### src/core/sdsm_pkg.sv
// package: constants and types of the synthesizer divider and status block
package sdsm_pkg;
   // register byte offsets
   localparam logic [3:0] SDSM_OFS_WORD0 = 4'h0;
   localparam logic [3:0] SDSM_OFS_WORD1 = 4'h4;
   localparam logic [3:0] SDSM_OFS_STATUS = 4'h8;
   // word 0 fields
   localparam int SDSM_W0_FRAC_LO = 4;
   localparam int SDSM_W0_FRAC_HI = 18;
   localparam int SDSM_W0_INT_LO = 19;
   localparam int SDSM_W0_INT_HI = 26;
   localparam int SDSM_W0_TXRX = 27;
   localparam int SDSM_W0_SEL_LO = 29;
   localparam int SDSM_W0_SEL_HI = 31;
   // word 1 fields
   localparam int SDSM_W1_R_LO = 4;
   localparam int SDSM_W1_R_HI = 6;
   localparam int SDSM_W1_CLK_LO = 7;
   localparam int SDSM_W1_CLK_HI = 10;
   localparam int SDSM_W1_OSC_EN = 12;
   localparam int SDSM_W1_BUF_50 = 17;
   localparam int SDSM_W1_HALF = 18;
   // reset values: divided clock field 4 (divide 8), r = 1, oscillator on
   localparam logic [31:0] SDSM_WORD0_RST = 32'h0000_0000;
   localparam logic [31:0] SDSM_WORD1_RST = 32'h0000_1210;
   // divider limits
   localparam logic [7:0] SDSM_INT_MIN = 8'h17;
   localparam logic [2:0] SDSM_R_MIN = 3'h1;
   // lock detector
   localparam logic [7:0] SDSM_LOCK_ERR_NS = 8'h0f;
   localparam logic [7:0] SDSM_UNLOCK_ERR_NS = 8'h19;
   localparam logic [2:0] SDSM_LOCK_COUNT = 3'h5;
   // supply settle time seen by the host, in us, and in cycles
   localparam int SDSM_CLK_MHZ = 100;
   localparam int SDSM_SUPPLY_US = 50;
   localparam int SDSM_SUPPLY_CYC = SDSM_SUPPLY_US * SDSM_CLK_MHZ;
   // status selector code table
   localparam logic [2:0] SDSM_SEL_SUPPLY = 3'h0;
   localparam logic [2:0] SDSM_SEL_CAL = 3'h1;
   localparam logic [2:0] SDSM_SEL_LOCK = 3'h2;
   localparam logic [2:0] SDSM_SEL_LEVEL = 3'h3;
   localparam logic [2:0] SDSM_SEL_DIR = 3'h4;
   typedef enum logic [0:0] {SDSM_LK_HUNT, SDSM_LK_LOCKED} sdsm_lock_t;
   typedef struct packed {
      logic cyc;
      logic stb;
      logic we;
      logic [3:0] sel;
      logic [31:0] adr;
      logic [31:0] dat;
   } sdsm_wb_req_t;
endpackage

### src/core/sdsm_top.sv
// module: synthesizer dividers, lock detector and status pin selector
// Operation
// - divided clock has equal high and low
// - divided clock inverted versus reference clock
// - even divide 2..30 from word1 field
// - divided clock defaults to divide eight
// - divide field zero disables divided clock
// - reference divider 1..7 feeds phase comparator
// - reference divider defaults to one
// - feedback uses 8-bit integer, 15-bit fraction
// - integer feedback value never below 23
// - ratio is integer plus fraction over 2^15
// - lo always halved, optional extra halving
// - chip enable low clears all configuration
// - word0 top three bits select status
// - status defaults to supply ready after power
// - calibration selection low while calibrating
// - lock after five good, lost at 25ns
// - level selection high when settled and readback valid
// - direction selection low transmit, high receive
// - word1 bit selects buffer termination
// - internal oscillator enable, default on
`timescale 1ns/1ps
`default_nettype none
module sdsm_top
   import sdsm_pkg::*;
#(
   parameter logic [2:0] SEL_SUPPLY = SDSM_SEL_SUPPLY,
   parameter logic [2:0] SEL_CAL = SDSM_SEL_CAL,
   parameter logic [2:0] SEL_LOCK = SDSM_SEL_LOCK,
   parameter logic [2:0] SEL_LEVEL = SDSM_SEL_LEVEL,
   parameter logic [2:0] SEL_DIR = SDSM_SEL_DIR
)
(
   input wire logic clk_sys_in,
   input wire logic sys_rst_in,
   input wire logic chip_enable_in,
   input wire sdsm_wb_req_t wb_req_in,
   output logic wb_ack_out,
   output logic [31:0] wb_dat_out,
   input wire logic supply_ready_in,
   input wire logic coarse_cal_busy_in,
   input wire logic fine_cal_busy_in,
   input wire logic level_settled_in,
   input wire logic level_readback_valid_in,
   input wire logic vco_tick_in,
   input wire logic phase_err_valid_in,
   input wire logic [7:0] phase_err_ns_in,
   output logic divided_ref_out,
   output logic pfd_ref_tick_out,
   output logic lo_tick_out,
   output logic fb_div_tick_out,
   output logic lock_out,
   output logic status_select_pin_out,
   output logic buffer_50ohm_out,
   output logic int_osc_en_out
);

   logic rst;
   logic [31:0] word0_r;
   logic [31:0] word1_r;
   logic ack_r;
   logic [31:0] rdat_r;
   logic bus_req;
   logic wr_take;
   logic [3:0] clk_half;
   logic [3:0] clk_cnt_r;
   logic [2:0] r_eff;
   logic [2:0] r_cnt_r;
   logic [1:0] pre_cnt_r;
   logic [7:0] n_int;
   logic [14:0] n_frac;
   logic [15:0] acc_sum;
   logic [14:0] acc_r;
   logic carry_r;
   logic [8:0] n_eff;
   logic [8:0] fb_cnt_r;
   logic lo_tick;
   logic [2:0] good_cnt_r;
   sdsm_lock_t lock_st_r;
   logic [2:0] sel_code;
   logic pin_nxt;

   // power down acts as a synchronous clear of everything
   assign rst = sys_rst_in | ~chip_enable_in;

   // bus slave: one wait cycle, write on the acknowledge edge
   assign bus_req = wb_req_in.cyc & wb_req_in.stb;
   assign wr_take = bus_req & ack_r & wb_req_in.we & supply_ready_in;

   always_ff @(posedge clk_sys_in)
   begin
      if (rst)
      begin
         ack_r <= 1'b0;
      end
      else
      begin
         ack_r <= bus_req & ~ack_r;
      end
   end

   always_ff @(posedge clk_sys_in)
   begin
      if (rst)
      begin
         rdat_r <= 32'h0000_0000;
      end
      else if (bus_req & ~ack_r)
      begin
         case (wb_req_in.adr[3:0])
            SDSM_OFS_WORD0: rdat_r <= word0_r;
            SDSM_OFS_WORD1: rdat_r <= word1_r;
            SDSM_OFS_STATUS: rdat_r <= {26'h000_0000, status_select_pin_out,
               supply_ready_in, coarse_cal_busy_in | fine_cal_busy_in,
               level_settled_in & level_readback_valid_in, carry_r, lock_out};
            default: rdat_r <= 32'h0000_0000;
         endcase
      end
   end

   assign wb_ack_out = ack_r;
   assign wb_dat_out = rdat_r;

   // configuration words, byte lanes honoured
   always_ff @(posedge clk_sys_in)
   begin
      if (rst)
      begin
         word0_r <= SDSM_WORD0_RST;
         word1_r <= SDSM_WORD1_RST;
      end
      else if (wr_take)
      begin
         for (int b = 0; b < 4; b++)
         begin
            if (wb_req_in.sel[b] && wb_req_in.adr[3:0] == SDSM_OFS_WORD0)
            begin
               word0_r[b*8 +: 8] <= wb_req_in.dat[b*8 +: 8];
            end
            if (wb_req_in.sel[b] && wb_req_in.adr[3:0] == SDSM_OFS_WORD1)
            begin
               word1_r[b*8 +: 8] <= wb_req_in.dat[b*8 +: 8];
            end
         end
      end
   end

   assign buffer_50ohm_out = word1_r[SDSM_W1_BUF_50];
   assign int_osc_en_out = word1_r[SDSM_W1_OSC_EN];

   // divided clock: field is half the divide, so ratio is always even
   assign clk_half = word1_r[SDSM_W1_CLK_HI:SDSM_W1_CLK_LO];

   always_ff @(posedge clk_sys_in)
   begin
      if (rst || clk_half == 4'h0)
      begin
         clk_cnt_r <= 4'h0;
      end
      else if (clk_cnt_r >= clk_half - 4'h1)
      begin
         clk_cnt_r <= 4'h0;
      end
      else
      begin
         clk_cnt_r <= clk_cnt_r + 4'h1;
      end
   end

   // toggles after the reference rising edge, so it runs inverted
   always_ff @(posedge clk_sys_in)
   begin
      if (rst || clk_half == 4'h0)
      begin
         divided_ref_out <= 1'b0;
      end
      else if (clk_cnt_r >= clk_half - 4'h1)
      begin
         divided_ref_out <= ~divided_ref_out;
      end
   end

   // reference divider for the phase comparator, zero treated as one
   assign r_eff = (word1_r[SDSM_W1_R_HI:SDSM_W1_R_LO] == 3'h0) ? SDSM_R_MIN
      : word1_r[SDSM_W1_R_HI:SDSM_W1_R_LO];

   always_ff @(posedge clk_sys_in)
   begin
      if (rst)
      begin
         r_cnt_r <= 3'h0;
         pfd_ref_tick_out <= 1'b0;
      end
      else if (r_cnt_r >= r_eff - 3'h1)
      begin
         r_cnt_r <= 3'h0;
         pfd_ref_tick_out <= 1'b1;
      end
      else
      begin
         r_cnt_r <= r_cnt_r + 3'h1;
         pfd_ref_tick_out <= 1'b0;
      end
   end

   // oscillator halving, optionally twice
   assign lo_tick = vco_tick_in & pre_cnt_r[0]
      & (~word1_r[SDSM_W1_HALF] | pre_cnt_r[1]);

   always_ff @(posedge clk_sys_in)
   begin
      if (rst)
      begin
         pre_cnt_r <= 2'h0;
         lo_tick_out <= 1'b0;
      end
      else
      begin
         if (vco_tick_in)
         begin
            pre_cnt_r <= lo_tick ? 2'h0 : pre_cnt_r + 2'h1;
         end
         lo_tick_out <= lo_tick;
      end
   end

   // fractional feedback divider, first order sigma-delta
   assign n_int = (word0_r[SDSM_W0_INT_HI:SDSM_W0_INT_LO] < SDSM_INT_MIN) ? SDSM_INT_MIN
      : word0_r[SDSM_W0_INT_HI:SDSM_W0_INT_LO];
   assign n_frac = word0_r[SDSM_W0_FRAC_HI:SDSM_W0_FRAC_LO];
   assign acc_sum = {1'b0, acc_r} + {1'b0, n_frac};
   assign n_eff = {1'b0, n_int} + {8'h00, carry_r};

   always_ff @(posedge clk_sys_in)
   begin
      if (rst)
      begin
         fb_cnt_r <= 9'h000;
         acc_r <= 15'h0000;
         carry_r <= 1'b0;
         fb_div_tick_out <= 1'b0;
      end
      else if (lo_tick && fb_cnt_r >= n_eff - 9'h001)
      begin
         fb_cnt_r <= 9'h000;
         acc_r <= acc_sum[14:0];
         carry_r <= acc_sum[15];
         fb_div_tick_out <= 1'b1;
      end
      else
      begin
         if (lo_tick)
         begin
            fb_cnt_r <= fb_cnt_r + 9'h001;
         end
         fb_div_tick_out <= 1'b0;
      end
   end

   // digital lock detector
   always_ff @(posedge clk_sys_in)
   begin
      if (rst)
      begin
         good_cnt_r <= 3'h0;
         lock_st_r <= SDSM_LK_HUNT;
      end
      else if (phase_err_valid_in)
      begin
         case (lock_st_r)
            SDSM_LK_HUNT:
            begin
               if (phase_err_ns_in >= SDSM_LOCK_ERR_NS)
               begin
                  good_cnt_r <= 3'h0;
               end
               else if (good_cnt_r == SDSM_LOCK_COUNT - 3'h1)
               begin
                  good_cnt_r <= 3'h0;
                  lock_st_r <= SDSM_LK_LOCKED;
               end
               else
               begin
                  good_cnt_r <= good_cnt_r + 3'h1;
               end
            end
            SDSM_LK_LOCKED:
            begin
               if (phase_err_ns_in >= SDSM_UNLOCK_ERR_NS)
               begin
                  lock_st_r <= SDSM_LK_HUNT;
               end
            end
            default: lock_st_r <= SDSM_LK_HUNT;
         endcase
      end
   end

   assign lock_out = (lock_st_r == SDSM_LK_LOCKED);

   // status pin selector
   assign sel_code = word0_r[SDSM_W0_SEL_HI:SDSM_W0_SEL_LO];

   always_comb
   begin
      case (sel_code)
         SEL_SUPPLY: pin_nxt = supply_ready_in;
         SEL_CAL: pin_nxt = ~(coarse_cal_busy_in | fine_cal_busy_in);
         SEL_LOCK: pin_nxt = lock_out;
         SEL_LEVEL: pin_nxt = level_settled_in & level_readback_valid_in;
         SEL_DIR: pin_nxt = word0_r[SDSM_W0_TXRX];
         default: pin_nxt = 1'b0;
      endcase
   end

   always_ff @(posedge clk_sys_in)
   begin
      if (rst)
      begin
         status_select_pin_out <= 1'b0;
      end
      else
      begin
         status_select_pin_out <= pin_nxt;
      end
   end
endmodule // sdsm_top
`default_nettype wire

### config.mk
export PLATFORM = sky130hd
export DESIGN_NAME = sdsm_top
export DESIGN_NICKNAME = d
export VERILOG_FILES = /design/src/core/sdsm_pkg.sv /design/src/core/sdsm_top.sv
export SDC_FILE = /design/constraint.sdc
export NUM_CORES = 1
export LEC_CHECK = 0
export BUFFER_PORTS_ARGS = -buffer_cell sky130_fd_sc_hd__buf_2
export CAP_MARGIN = 15
export CORE_MARGIN = 4
export CORE_UTILIZATION = 25
export DETAILED_ROUTE_END_ITERATION = 10
export GPL_TIMING_DRIVEN = 0
export PLACE_DENSITY = 0.5
export SLEW_MARGIN = 5
export SYNTH_ARGS = -nofsm -noshare
export SYNTH_HDL_FRONTEND = slang
export SYNTH_SLANG_ARGS = --single-unit
### constraint.sdc
create_clock -name clk_sys_in -period 5.3 [get_ports clk_sys_in]
set_clock_uncertainty 0.15 [all_clocks]
set_input_delay 0.53 -clock clk_sys_in [delete_from_list [all_inputs] [get_ports clk_sys_in]]
set_output_delay 0.53 -clock clk_sys_in [all_outputs]
set_load 0.05 [all_outputs]
After elaboration in Yosys (flattened, before gate mapping) --
Cells that the tools add are included.
Word-level totals: register bits after elaboration 140, bits in latches 0, RAM bits 0, bits in read-only memories 0, bits of input ports 89, output and inout port bits 41, logic and storage cells 102, memories kept 0
Operators by class: $add $sub $neg 10, $mul 0, div/mod/pow operators 0, magnitude comparators 6, equal/unequal tests 7, shift operators 0, mux-type cells 13, bitwise operators 17, reduce and logical (&&, ||, !) cells 26
Operator list (count):
- 32-bit one-hot mux with 3 select lines | 1
- 2-bit AND reduction | 9
- 15-bit by 15-bit adder with 16-bit output | 1
- 8-bit by 1-bit adder with 9-bit output | 1
- 9-bit by 1-bit adder with 9-bit output, second input constant | 1
- 9-bit greater-or-equal comparator | 1
- 1-bit logical AND | 9
- 3-bit 2-to-1 mux | 3
- 9-bit by 1-bit subtractor with 9-bit output, second input constant | 1
- 1-bit AND | 8
- 8-bit by 4-bit greater-or-equal comparator with 1-bit output, second input constant | 1
- 8-bit by 5-bit greater-or-equal comparator with 1-bit output, second input constant | 1
- 4-bit zero test | 2
- 8-bit by 5-bit < comparator with 1-bit output, second input constant | 1
- 8-bit 2-to-1 mux | 1
- 3-bit by 1-bit adder with 3-bit output, second input constant | 2
- 3-bit by 2-bit == test with 1-bit output, second input constant | 2
- 3-bit == test, second input constant | 2
- 3-bit zero test | 2
- 1-bit inverter | 6
- 2-bit OR reduction | 3
- 1-bit 2-to-1 mux | 5
- 1-bit one-hot mux with 5 select lines | 1
- 4-bit by 1-bit adder with 4-bit output, second input constant | 1
- other kinds (12) | 14

Longest topological paths before layout --
Gate-level depths: netlist of the first run.
depth in word-level cells 7, depth in mapped cells 16, mapped depth without buffers 15

Least setup slack after synthesis of the first run --
No wires, ideal clock.
path kind reg2reg, start point register word0_r[24], end point register acc_r[5], setup time 0.117 ns, arrival 3.028 ns, required time 5.033 ns, slack 2.005 ns, stages on the path, launching flop included 17, path buffers 1, period minus slack after synthesis 3.295 ns, path through dfxtp_1 nor3_1 a21boi_0 nor2_1 ha_1 ha_1 nand2_1 xnor2_1 nor2_1 ha_1 a21o_1 a2111oi_2 o31ai_1 o211ai_2 nor2_2 buf_2 a22o_1
On the way: cells in the longest elaborated chain, start to end 6
Ends and longest elaborated chain:
- start, declared | RTL line sdsm_top.sv:60 | logic [31:0] word0_r;
- start signal, assigned by index | RTL line sdsm_top.sv:139 | word0_r[b*8 +: 8] <= wb_req_in.dat[b*8 +: 8];
- 8-bit by 5-bit < comparator with 1-bit output | RTL line sdsm_top.sv:229 | assign n_int = (word0_r[SDSM_W0_INT_HI:SDSM_W0_INT_LO] < SDSM_INT_MIN) ? SDSM_INT_MIN
- 8-bit 2-to-1 mux (*) | RTL line sdsm_top.sv:229
- 8-bit by 1-bit adder with 9-bit output (*) | RTL line sdsm_top.sv:233 | assign n_eff = {1'b0, n_int} + {8'h00, carry_r};
- 9-bit by 1-bit subtractor with 9-bit output (*) | RTL line sdsm_top.sv:244 | else if (lo_tick && fb_cnt_r >= n_eff - 9'h001)
- 9-bit greater-or-equal comparator (*) | RTL line sdsm_top.sv:244
- 1-bit logical AND (*) | RTL line sdsm_top.sv:244
- end signal, assigned | RTL line sdsm_top.sv:247 | acc_r <= acc_sum[14:0];
- end, declared | RTL line sdsm_top.sv:74 | logic [14:0] acc_r;
Mark *: on every way between the ends. The rest lies on a longest branch, timed or not. A chain may end at the register's enable or synchronous reset.

Worst setup path in the final report of the first run --
start point register word0_r[24], end point register acc_r[9]
Same word-level chain as after synthesis.

==> results.txt, run 1 <==
register bit total from synthesis -> 140
measured slew at the worst slew-check pin -> 0.820 ns
postcts setup bufs -> 0
Core Box Area -> 26100 sq um
Setup TNS -> 0 ns
Hold-fix buffers, CTS -> 0
MaxCap Viol Count -> 0
I/O Buffers -> 97
Leak Pwr -> 3.14 nW
XOR/XNOR Fraction of Synth Area -> 3.94%
drt initial violations -> 410
DIE WIDTH -> 171 um
Warnings, synthesis -> 0
Post-Synthesis Cells -> 808
CTS tree -> done
Clock Tree Root -> clkbuf_16
non-filler cells, final -> 1273
Most used DFF post-synth -> dfxtp_1
required time of the worst setup path -> 5.52 ns
CP Capture Type -> flip-flop
Final WS setup -> 1.46 ns
vias per cell -> 4.85
GRT Overall Usage -> 14.3%
Synth area leader -> dfxtp_1
clk_lat worst skew -> 0.42 ns
Syn-to-layout area delta -> 22.6%
internal cell power -> 1.80 mW
Fmax -> 260 MHz
Startpoint Class -> flip-flop
chip height -> 171 um
# diodes -> 0
Reg2Reg Capture Point -> acc_r[9]$_SDFFE_PP0P_
mux cell area share after synthesis -> 0.450%
DRT antenna net count -> 0
first-pass iteration count of the detailed router -> 5
Post-Syn Nets -> 938
synth top area cells -> dfxtp_1, a21oi_1, ha_1, nor2_1, nand3_1
post-synth cell types -> 63
Clock Tree Buf Depth -> 2
Vias -> 6171
Clock Sink Count -> 140
Final Max Slew Viols -> 0
largest net degree at the start of global routing -> 17
Layout Nets -> 1055
status -> complete, no violations
layout cells sized above 1 -> 16.3%
Synth Area per Inst -> 8.25 sq um
total wire length -> 21100 um
Adder-Cell Fraction of Synth Area -> 7.81%
RSZ-0062 raised after global routing -> false
Hold Path Depth -> 3
share of synthesized registers carrying an async set or reset -> 0%
final core occ -> 31.3%
Post-Synth Simple-Gate Area -> 22.0%
Placed Cells -> 1240
gp weighted congestion -> 0.809
CP max stage delay -> 0.41 ns
global-route wire length before repair -> 32700 um
r2r setup slk -> 1.46 ns
worst setup path class -> reg2reg
Gate power share -> 4.4%
power density over cell area -> 289 nW/um^2
Initial Utilization -> 25.5%
Peak VDD IR -> 0.000246 V
min-delay src -> wb_req_in[31]
total grt overflow -> 0
Worst Reg-to-Reg Cells -> 14
CTS buffer count -> 17
compound-gate portion of the synthesized area -> 19.9%
sequential power share -> 44.7%
HP Class -> in2reg
final hold viol count -> 0
Worst path most repeated cell -> ha_1
Psw -> 0.560 mW
post-cts resize count -> 0
crit share post-route -> 72.5%
Setup WS pre-CTS -> 1.46 ns
Max stage delay cell, worst path -> a21boi_0
worst-path maximum fanout -> 10
Site Rows -> 59
post-layout power -> 2.37 mW
htree depth -> 4
Sw Ratio -> 23.7%
clk slew on worst S/H paths -> 0.06 ns
die area -> 29300 sq um
post-detail-place hpwl -> 16100 um
relative slew slack -> 45.1%
Final setup viols -> 0
Post-route DRC -> 0
initial antenna violation count -> 5
largest family of logic cells by synthesized area -> simple AND/OR/NAND/NOR gates
post-layout min period -> 3.84 ns
worst hold endpoint -> word1_r[31]$_SDFFE_PP0P_
synthesized area -> 6670 sq um
R2R Path Start -> word0_r[24]$_SDFFE_PP0P_
top cells by count, synth -> dfxtp_1, a21oi_1, nor2_1
top cell type's share of synthesized area -> 42.0%
clock power share -> 50.9%
vias in the first global route -> 5732
crit-path cells -> nor3_1, a21boi_0, nor2_1, ha_1, ha_1, xor2_1, ha_1, o21a_1, nor2_1, o31ai_1, o211ai_2, nor2_2, buf_2, a22o_1
Seq/Total Area, Yosys -> 42.0%
Post-synth EDFFs -> 0
WL/cell -> 16.6 um
top-count cell post-synth -> dfxtp_1
I/O pin total -> 130
critical path data arrival time -> 4.06 ns
==> power by group through the flow <==
stage | combinational, mW | sequential [mW] | clock [mW]
6_report | 0.105 | 1.06 | 1.20
5_1_grt | 0.114 | 1.06 | 1.28
4_1_cts | 0.106 | 1.06 | 1.23
3_5_place_dp | 0.105 | 1.08 | 0
3_3_place_gp | 0.106 | 1.08 | 0
2_1_floorplan | 0.0438 | 1.08 | 0
==> cell type report <==
| cell class | instances | area [sq um] |
|---|---|---|
| well taps | 335 | 419 |
| clock inverters | 13 | 141 |
| flip-flops and latches | 140 | 2800 |
| repair buffers | 98 | 490 |
| fillers | 2806 | 18000 |
| clock buffers | 19 | 453 |
| inverters | 16 | 60.1 |
| plain buffers | 44 | 189 |
| multi-input cells | 608 | 3620 |
==> cell usage in the layout, fill, tap and decap left out, types with 16 or more instances in the layout <==
| master | netlist | layout |
|---|---|---|
| inv_1 | 16 | 16 |
| clkbuf_16 | 0 | 17 |
| nand3_1 | 75 | 75 |
| buf_2 | 10 | 107 |
| nor2_1 | 108 | 108 |
| ha_1 | 40 | 40 |
| a21oi_1 | 112 | 112 |
| nand2_1 | 93 | 93 |
| a22oi_1 | 28 | 28 |
| dfxtp_1 | 140 | 140 |
| clkbuf_1 | 31 | 31 |
| xnor2_1 | 19 | 19 |
==> worst max-delay path by stage <==
stage                              from                     end  slack (ns)  depth (start not counted)
6_report       word0_r[24]$_SDFFE_PP0P_   acc_r[9]$_SDFFE_PP0P_        1.46                         14
5_1_grt        word0_r[24]$_SDFFE_PP0P_   acc_r[9]$_SDFFE_PP0P_        1.08                         15
4_1_cts        word0_r[24]$_SDFFE_PP0P_   acc_r[3]$_SDFFE_PP0P_        1.42                         14
3_5_place_dp   word0_r[24]$_SDFFE_PP0P_   acc_r[9]$_SDFFE_PP0P_        1.46                         16
3_3_place_gp   word0_r[24]$_SDFFE_PP0P_  acc_r[10]$_SDFFE_PP0P_        1.46                         16
2_1_floorplan  word0_r[24]$_SDFFE_PP0P_   acc_r[5]$_SDFFE_PP0P_        2.00                         16
==> per-layer routing <==
layer  routed length, um  share of wire, %  GRT usage (%)
met1                9900                47           18.7
met2                9860                47           23.6
met3                1110               5.2           4.07
met4                 231               1.1           3.24
met5                  56              0.26              0
==> critical path: cells and delay by family, from the launching register on <==
family / cells / cell delay (ns)
adder cells (fa/ha/maj): 3 / 0.74
flip-flops: 1 / 0.39
XOR/XNOR: 1 / 0.18
AO/OA/AOI/OAI: 5 / 1.24
buffers and inverters: 1 / 0.31
AND/OR/NAND/NOR: 4 / 0.78
==> cells by family (layout without fill, tap and decap cells) <==
group           Yosys count  after routing
compound gates          206            206
xor+xnor                 30             30
fa+ha+maj                41             41
buf+inv                  60            190
flops                   140            140
mux                       3              3
other cells               1              1
simple gates            327            327
==> flip-flops by register name, indices dropped and copies added, names as in the netlist <==
name                   cells
good_cnt_r                 3
carry_r                    1
word0_r                   32
pre_cnt_r                  2
lo_tick_out                1
lock_out                   1
wb_dat_out                32
word1_r                   32
divided_ref_out            1
clk_cnt_r                  4
acc_r                     15
fb_cnt_r                   9
r_cnt_r                    3
fb_div_tick_out            1
status_select_pin_out      1
wb_ack_out                 1
pfd_ref_tick_out           1
==> through the flow <==
step | instance area [sq um] | hold WS [ns]
floorplan | 6670 | 0.267
global placement | 7570 | 0.292
detailed placement | 7570 | 0.294
CTS | 8170 | 0.207
global route | 8170 | 0.216
finish | 8170 | 0.221
(Power assumes the default switching activity.)
==> run 2: changes to the inputs <==
==> constraint.sdc (replaced) <==
create_clock -name clk_sys_in -period 3.75 [get_ports clk_sys_in]
set_clock_uncertainty 0.15 [all_clocks]
set_input_delay 0.375 -clock clk_sys_in [delete_from_list [all_inputs] [get_ports clk_sys_in]]
set_output_delay 0.375 -clock clk_sys_in [all_outputs]
set_load 0.05 [all_outputs]
==> run 2 against run 1 <==
Register-to-register slack worse by 1.2 ns. Non-clock buffer count is 2 higher. Wire length hardly changed. Final cell count is 0.16% higher. Clock-buffer cell count stayed put. Global-route usage hardly changed. Worst setup slack worse by 1.2 ns. Combinational power is 42% higher. Via count stayed put. Critical path type unchanged. Critical path depth is 1 higher. Sequential share of layout area is 0.14 points lower. Total power is 41% higher.
==> results.txt, run 2 (same netlist as run 1, synthesis figures left out) <==
GRT Overall Usage -> 14.3% (about the same)
final core occ -> 31.4% (was 31.3%)
crit-path cells -> a31o_2, a21boi_4, nor2_1, ha_1, ha_1, nand3b_1, nor3b_1, a21oi_1, ha_1, nand3_1, o31ai_1, o211ai_2, and2_4, buf_6, a22o_1 (was nor3_1, a21boi_0, nor2_1, ha_1, ha_1, xor2_1, ha_1, o21a_1, nor2_1, o31ai_1, o211ai_2, nor2_2, buf_2, a22o_1)
Initial Utilization -> 25.5% (unchanged)
DIE WIDTH -> 171 um (unchanged)
footprint of the multi-input gates -> 3640 sq um (was 3620 sq um)
power density over cell area -> 407 nW/um^2 (was 289 nW/um^2)
Critical Path Start -> word0_r[20]$_SDFFE_PP0P_ (was word0_r[24]$_SDFFE_PP0P_)
Final Cell Area -> 8210 sq um (was 8170 sq um)
worst setup path class -> reg2reg (unchanged)
leading cell types in the layout, fill and taps excluded -> dfxtp_1, a21oi_1, nor2_1 (unchanged)
# diodes -> 0 (unchanged)
worst hold margin -> 0.0650 ns (was 0.221 ns)
Worst path most repeated cell -> ha_1 (unchanged)
R2R Path Start -> word0_r[20]$_SDFFE_PP0P_ (was word0_r[24]$_SDFFE_PP0P_)
non-filler cells, final -> 1275 (was 1273)
post-layout power -> 3.34 mW (was 2.37 mW)
DRT antenna net count -> 0 (unchanged)
WL/cell -> 16.6 um (about the same)
wl on met1 -> 9900 um (about the same)
DR top layer -> met5 (unchanged)
clk_lat worst skew -> 0.42 ns (about the same)
crit share post-route -> 93.9% (was 72.5%)
wire length on met2 -> 9840 um (was 9860 um)
critical path data arrival time -> 3.69 ns (was 4.06 ns)
CTS tree -> done (unchanged)
Layout fillers -> 2799 (was 2806)
FF/Latch Area -> 2810 sq um (was 2800 sq um)
Vias -> 6171 (unchanged)
HP Class -> in2reg (unchanged)
htree depth -> 4 (unchanged)
most common cell after layout, fill and taps aside -> dfxtp_1 (unchanged)
Setup TNS -> 0 ns (unchanged)
Post-route DRC -> 0 (unchanged)
chip height -> 171 um (unchanged)
layout cells sized above 1 -> 16.9% (was 16.3%)
global-route wire length before repair -> 32700 um (about the same)
Placed Cells -> 1240 (unchanged)
post-detail-place hpwl -> 16100 um (unchanged)
worst-path maximum fanout -> 10 (unchanged)
Final setup viols -> 0 (unchanged)
Syn-to-layout area delta -> 23.2% (was 22.6%)
vias per cell -> 4.84 (was 4.85)
largest net degree at the start of global routing -> 17 (unchanged)
Final WS setup -> 0.230 ns (was 1.46 ns)
measured slew at the worst slew-check pin -> 0.856 ns (was 0.820 ns)
Core Box Area -> 26100 sq um (unchanged)
Clock Tree Root -> clkbuf_16 (unchanged)
Setup WS pre-CTS -> -0.0869 ns (was 1.46 ns)
CP max stage delay -> 0.46 ns (was 0.41 ns)
relative slew slack -> 42.7% (was 45.1%)
vias in the first global route -> 5733 (was 5732)
Final Max Slew Viols -> 0 (unchanged)
CP Capture Type -> flip-flop (unchanged)
Site Rows -> 59 (unchanged)
clk slew on worst S/H paths -> 0.06 ns (about the same)
min-delay src -> wb_req_in[31] (unchanged)
Hold-fix buffers, CTS -> 0 (unchanged)
status -> complete, no violations (unchanged)
total wire length -> 21200 um (was 21100 um)
first-pass iteration count of the detailed router -> 5 (unchanged)
Clock Tree Buf Depth -> 2 (unchanged)
Fmax -> 284 MHz (was 260 MHz)
Layout Nets -> 1057 (was 1055)
gp weighted congestion -> 0.809 (unchanged)
required time of the worst setup path -> 3.92 ns (was 5.52 ns)
final hold viol count -> 0 (unchanged)
I/O pin total -> 130 (unchanged)
post-layout min period -> 3.52 ns (was 3.84 ns)
Startpoint Class -> flip-flop (unchanged)
Clock Sink Count -> 140 (unchanged)
die area -> 29300 sq um (unchanged)
Leak Pwr -> 3.16 nW (was 3.14 nW)
WL met3 -> 1120 um (was 1110 um)
initial antenna violation count -> 5 (unchanged)
total grt overflow -> 0 (unchanged)
CTS buffer count -> 17 (unchanged)
Placement Cell Area -> 7570 sq um (unchanged)
drt initial violations -> 406 (was 410)
MaxCap Viol Count -> 0 (unchanged)
Max stage delay cell, worst path -> dfxtp_1 (was a21boi_0)
I/O Buffers -> 97 (unchanged)
Peak VDD IR -> 0.000351 V (was 0.000246 V)
==> run 2: cell count changes in the layout (fill, tap and decap cells not counted), sizes merged <==
cell and change:
clkbuf +1, buf +1
==> run 2: cell type report <==
type	instances	share of cell area (%)
clock buffers	19	5.51
flip-flops and latches	140	34.2
inverters	16	0.731
plain buffers	44	2.33
clock inverters	13	1.72
repair buffers	100	6.15
well taps	335	5.10
multi-input cells	608	44.3
==> run 2: repair_timing <==
action                                  in CTS  in global routing
buffers inserted                             0                  2
resized for setup                            2                  6
endpoints found under the setup margin      11                 26
==> run 2: critical path: cells and delay by family, from the launching register on <==
kind / cells / cell delay, ns
buf+inv: 1 / 0.14
fa+ha+maj: 3 / 0.75
flops: 1 / 0.46
compound gates: 6 / 1.13
simple gates: 5 / 0.78
==> run 2: worst paths after layout <==
path                                                  to  slack, ns  depth (start not counted)
worst min register to register  word1_r[30]$_SDFFE_PP0P_       0.31                          2
worst min-delay path            word1_r[31]$_SDFFE_PP0P_       0.07                          3
worst max-delay path              acc_r[10]$_SDFFE_PP0P_       0.23                         15
worst max register to register    acc_r[10]$_SDFFE_PP0P_       0.23                         15
==> run 2: power breakdown <==
part	leakage, nW	internal (mW)	total, mW	switching [mW]
Sequential	1.13	1.49	1.49	0.00246
Clock	0.286	1.02	1.70	0.684
Combinational	1.75	0.0430	0.149	0.106
==> run 2: layer usage <==
| layer | track usage (%) | vias to the layer above |
|---|---|---|
| li1 | - | 3099 |
| met2 | 23.6 | 118 |
| met4 | 3.27 | 10 |
| met3 | 4.07 | 32 |
| met5 | 0 | - |
| met1 | 18.7 | 2912 |
==> run 3: changes to the inputs <==
--- a/config.mk
+++ b/config.mk
@@ -5,6 +5,7 @@
 export SDC_FILE = /design/constraint.sdc
 export NUM_CORES = 1
 export LEC_CHECK = 0
+export ABC_AREA = 1
 export BUFFER_PORTS_ARGS = -buffer_cell sky130_fd_sc_hd__buf_2
 export CAP_MARGIN = 15
 export CORE_MARGIN = 4
==> run 3 against run 2 <==
Synthesized cell count up 19%. Design area up 4.8%. Final cell count up 15%. Die area up 4.3%. Fmax up 6.1%. Register-to-register slack better by 0.20 ns. Non-clock buffer count down 16. Total power up 7.2%. Utilization up 0.26 points. Clock power up 14%.
==> results.txt, run 3 <==
post-cts resize count -> 0 (was 2)
first-pass iteration count of the detailed router -> 5 (unchanged)
GRT Overall Usage -> 13.9% (was 14.3%)
register bit total from synthesis -> 140 (unchanged)
Layout Nets -> 1208 (was 1057)
I/O pin total -> 130 (unchanged)
global-route wire length before repair -> 33800 um (was 32700 um)
Final setup viols -> 0 (unchanged)
Initial Utilization -> 25.6% (was 25.5%)
Post-Synthesis Cells -> 958 (was 808)
largest net degree at the start of global routing -> 17 (unchanged)
Post-Syn Nets -> 1088 (was 938)
Syn-to-layout area delta -> 23.6% (was 23.2%)
top cells by count, synth -> nand2_1, dfxtp_1, nor2_1 (was dfxtp_1, a21oi_1, nor2_1)
drt initial violations -> 432 (was 406)
Peak VDD IR -> 0.000316 V (was 0.000351 V)
worst setup path class -> reg2reg (unchanged)
power density over cell area -> 416 nW/um^2 (was 407 nW/um^2)
# diodes -> 0 (unchanged)
total wire length -> 21000 um (was 21200 um)
CTS buffer count -> 17 (unchanged)
Seq/Total Area, Yosys -> 40.2% (was 42.0%)
measured slew at the worst slew-check pin -> 0.865 ns (was 0.856 ns)
HP Class -> in2reg (unchanged)
MaxCap Viol Count -> 0 (unchanged)
post-layout power -> 3.59 mW (was 3.34 mW)
post-layout min period -> 3.32 ns (was 3.52 ns)
htree depth -> 4 (unchanged)
Warnings, synthesis -> 0 (unchanged)
post-detail-place hpwl -> 16000 um (was 16100 um)
Core Box Area -> 27200 sq um (was 26100 sq um)
Vias -> 6483 (was 6171)
Synth area leader -> dfxtp_1 (unchanged)
required time of the worst setup path -> 3.94 ns (was 3.92 ns)
top-count cell post-synth -> nand2_1 (was dfxtp_1)
Post-route DRC -> 0 (unchanged)
Clock Tree Buf Depth -> 2 (unchanged)
gp weighted congestion -> 0.851 (was 0.809)
die area -> 30600 sq um (was 29300 sq um)
chip height -> 175 um (was 171 um)
WL/cell -> 14.4 um (was 16.6 um)
Site Rows -> 60 (was 59)
initial antenna violation count -> 0 (was 5)
CTS tree -> done (unchanged)
top cell type's share of synthesized area -> 40.2% (was 42.0%)
Post-synth EDFFs -> 0 (unchanged)
final hold viol count -> 0 (unchanged)
Hold-fix buffers, CTS -> 0 (unchanged)
Most used DFF post-synth -> dfxtp_1 (unchanged)
leading cell types in the layout, fill and taps excluded -> nand2_1, nor2_1, dfxtp_1 (was dfxtp_1, a21oi_1, nor2_1)
total grt overflow -> 0 (unchanged)
share of synthesized registers carrying an async set or reset -> 0% (unchanged)
crit share post-route -> 88.5% (was 93.9%)
DRT antenna net count -> 0 (unchanged)
Setup TNS -> 0 ns (unchanged)
Clock Sink Count -> 140 (unchanged)
CP Capture Type -> flip-flop (unchanged)
Final Max Slew Viols -> 0 (unchanged)
clk slew on worst S/H paths -> 0.06 ns (about the same)
Clock Tree Root -> clkbuf_16 (unchanged)
clk_lat worst skew -> 0.42 ns (about the same)
post-synth cell types -> 42 (was 63)
critical path data arrival time -> 3.51 ns (was 3.69 ns)
postcts setup bufs -> 0 (unchanged)
DIE WIDTH -> 175 um (was 171 um)
worst-path maximum fanout -> 10 (unchanged)
Startpoint Class -> flip-flop (unchanged)
synth top area cells -> dfxtp_1, nand2_1, nor2_1, ha_1, a21oi_1 (was dfxtp_1, a21oi_1, ha_1, nor2_1, nand3_1)
relative slew slack -> 42.3% (was 42.7%)
status -> complete, no violations (unchanged)
I/O Buffers -> 101 (was 97)
most common cell after layout, fill and taps aside -> nand2_1 (was dfxtp_1)
Leak Pwr -> 3.81 nW (was 3.16 nW)
synthesized area -> 6970 sq um (was 6670 sq um)
vias per cell -> 4.43 (was 4.84)
layout cells sized above 1 -> 15.8% (was 16.9%)
vias in the first global route -> 6397 (was 5733)
Synth Area per Inst -> 7.27 sq um (was 8.25 sq um)
RSZ-0062 raised after global routing -> false
Fmax -> 301 MHz (was 284 MHz)
-- run 3: cell types whose count changed in the layout (fill, tap and decap cells not counted), moves of 28 or more --
cell / before / now
nand3_1: 75 / 34
inv_1: 16 / 84
a22oi_1: 28 / 0
nand2_1: 93 / 227
o21ai_0: 7 / 78
nor2_1: 108 / 140
a21oi_1: 112 / 78
-- run 3: where the power goes --
group / internal, mW / switching [mW] / total, mW
clock: 1.26 / 0.672 / 1.93
combinational: 0.0455 / 0.111 / 0.157
sequential: 1.49 / 0.00275 / 1.49
total: 2.80 / 0.787 / 3.58
-- run 3: kinds of logic (layout without fill, tap and decap cells) --
family	Yosys count	in the layout	share of synthesized area (%)
xor+xnor	23	23	2.89
fa+ha+maj	41	41	7.47
buf+inv	122	254	7.22
flops	140	140	40.2
simple gates	439	439	27.0
compound gates	192	192	15.1
other cells	1	1	0.0538
-- run 3: cell type report --
class | instances | area [sq um]
Buffer | 27 | 146
Clock buffer | 20 | 447
Clock inverter | 11 | 216
Fill cell | 3031 | 18600
Inverter | 95 | 359
Multi-Input combinational cell | 696 | 3670
Sequential cell | 140 | 2800
Tap cell | 372 | 465
Timing Repair Buffer | 101 | 505
-- run 3: final timing paths --
kind | start | end | slack, ns | cells past startpoint
setup / recovery | word0_r[20]$_SDFFE_PP0P_ | acc_r[2]$_SDFFE_PP0P_ | 0.43 | 20
hold / removal | wb_req_in[8] | word0_r[8]$_SDFFE_PP0P_ | 0.05 | 3
setup reg to reg | word0_r[20]$_SDFFE_PP0P_ | acc_r[2]$_SDFFE_PP0P_ | 0.43 | 20
hold reg to reg | r_cnt_r[0]$_SDFF_PP0_ | r_cnt_r[0]$_SDFF_PP0_ | 0.30 | 1
-- run 3: routing by layer --
layer	GRT usage, %	wire length, um	vias to the layer above
li1	-	-	3372
met1	19.2	10500	2987
met2	22.2	9490	110
met3	2.83	758	14
met4	3.57	225	0
met5	0	0	-
-- run 3: per-stage QoR --
| stage | cell area (sq um) | std cells | util, % | hold slack [ns] | worst slack (ns) |
|---|---|---|---|---|---|
| after CTS | 8600 | 1462 | 31.6 | 0.0363 | 0.257 |
| after floorplan | 6970 | 958 | - | 0.267 | 0.998 |
| final | 8610 | 1462 | 31.7 | 0.0477 | 0.433 |
| after global routing | 8610 | 1462 | 31.7 | 0.0531 | 0.0240 |
| after global placement | 7940 | 1431 | 29.2 | 0.282 | 0.268 |
| after detailed placement | 7940 | 1431 | 29.2 | 0.289 | 0.265 |
-- run 3: worst max-delay path, stage by stage, from the launching register on --
cell and delay, ns:
dfxtp_1 0.41, nand3_1 0.12, nand2_1 0.09, a21oi_1 0.11, nor2_1 0.12, ha_1 0.17, ha_1 0.18, nand2_1 0.07
nor2_1 0.20, nand2_1 0.08, nand2_1 0.06, nand2_1 0.05, ha_1 0.30, nand2_1 0.07, nand2_1 0.04, a21oi_1 0.14
nand4_1 0.16, nand2_1 0.22, nand2_4 0.14, buf_4 0.22, o22ai_1 0.12
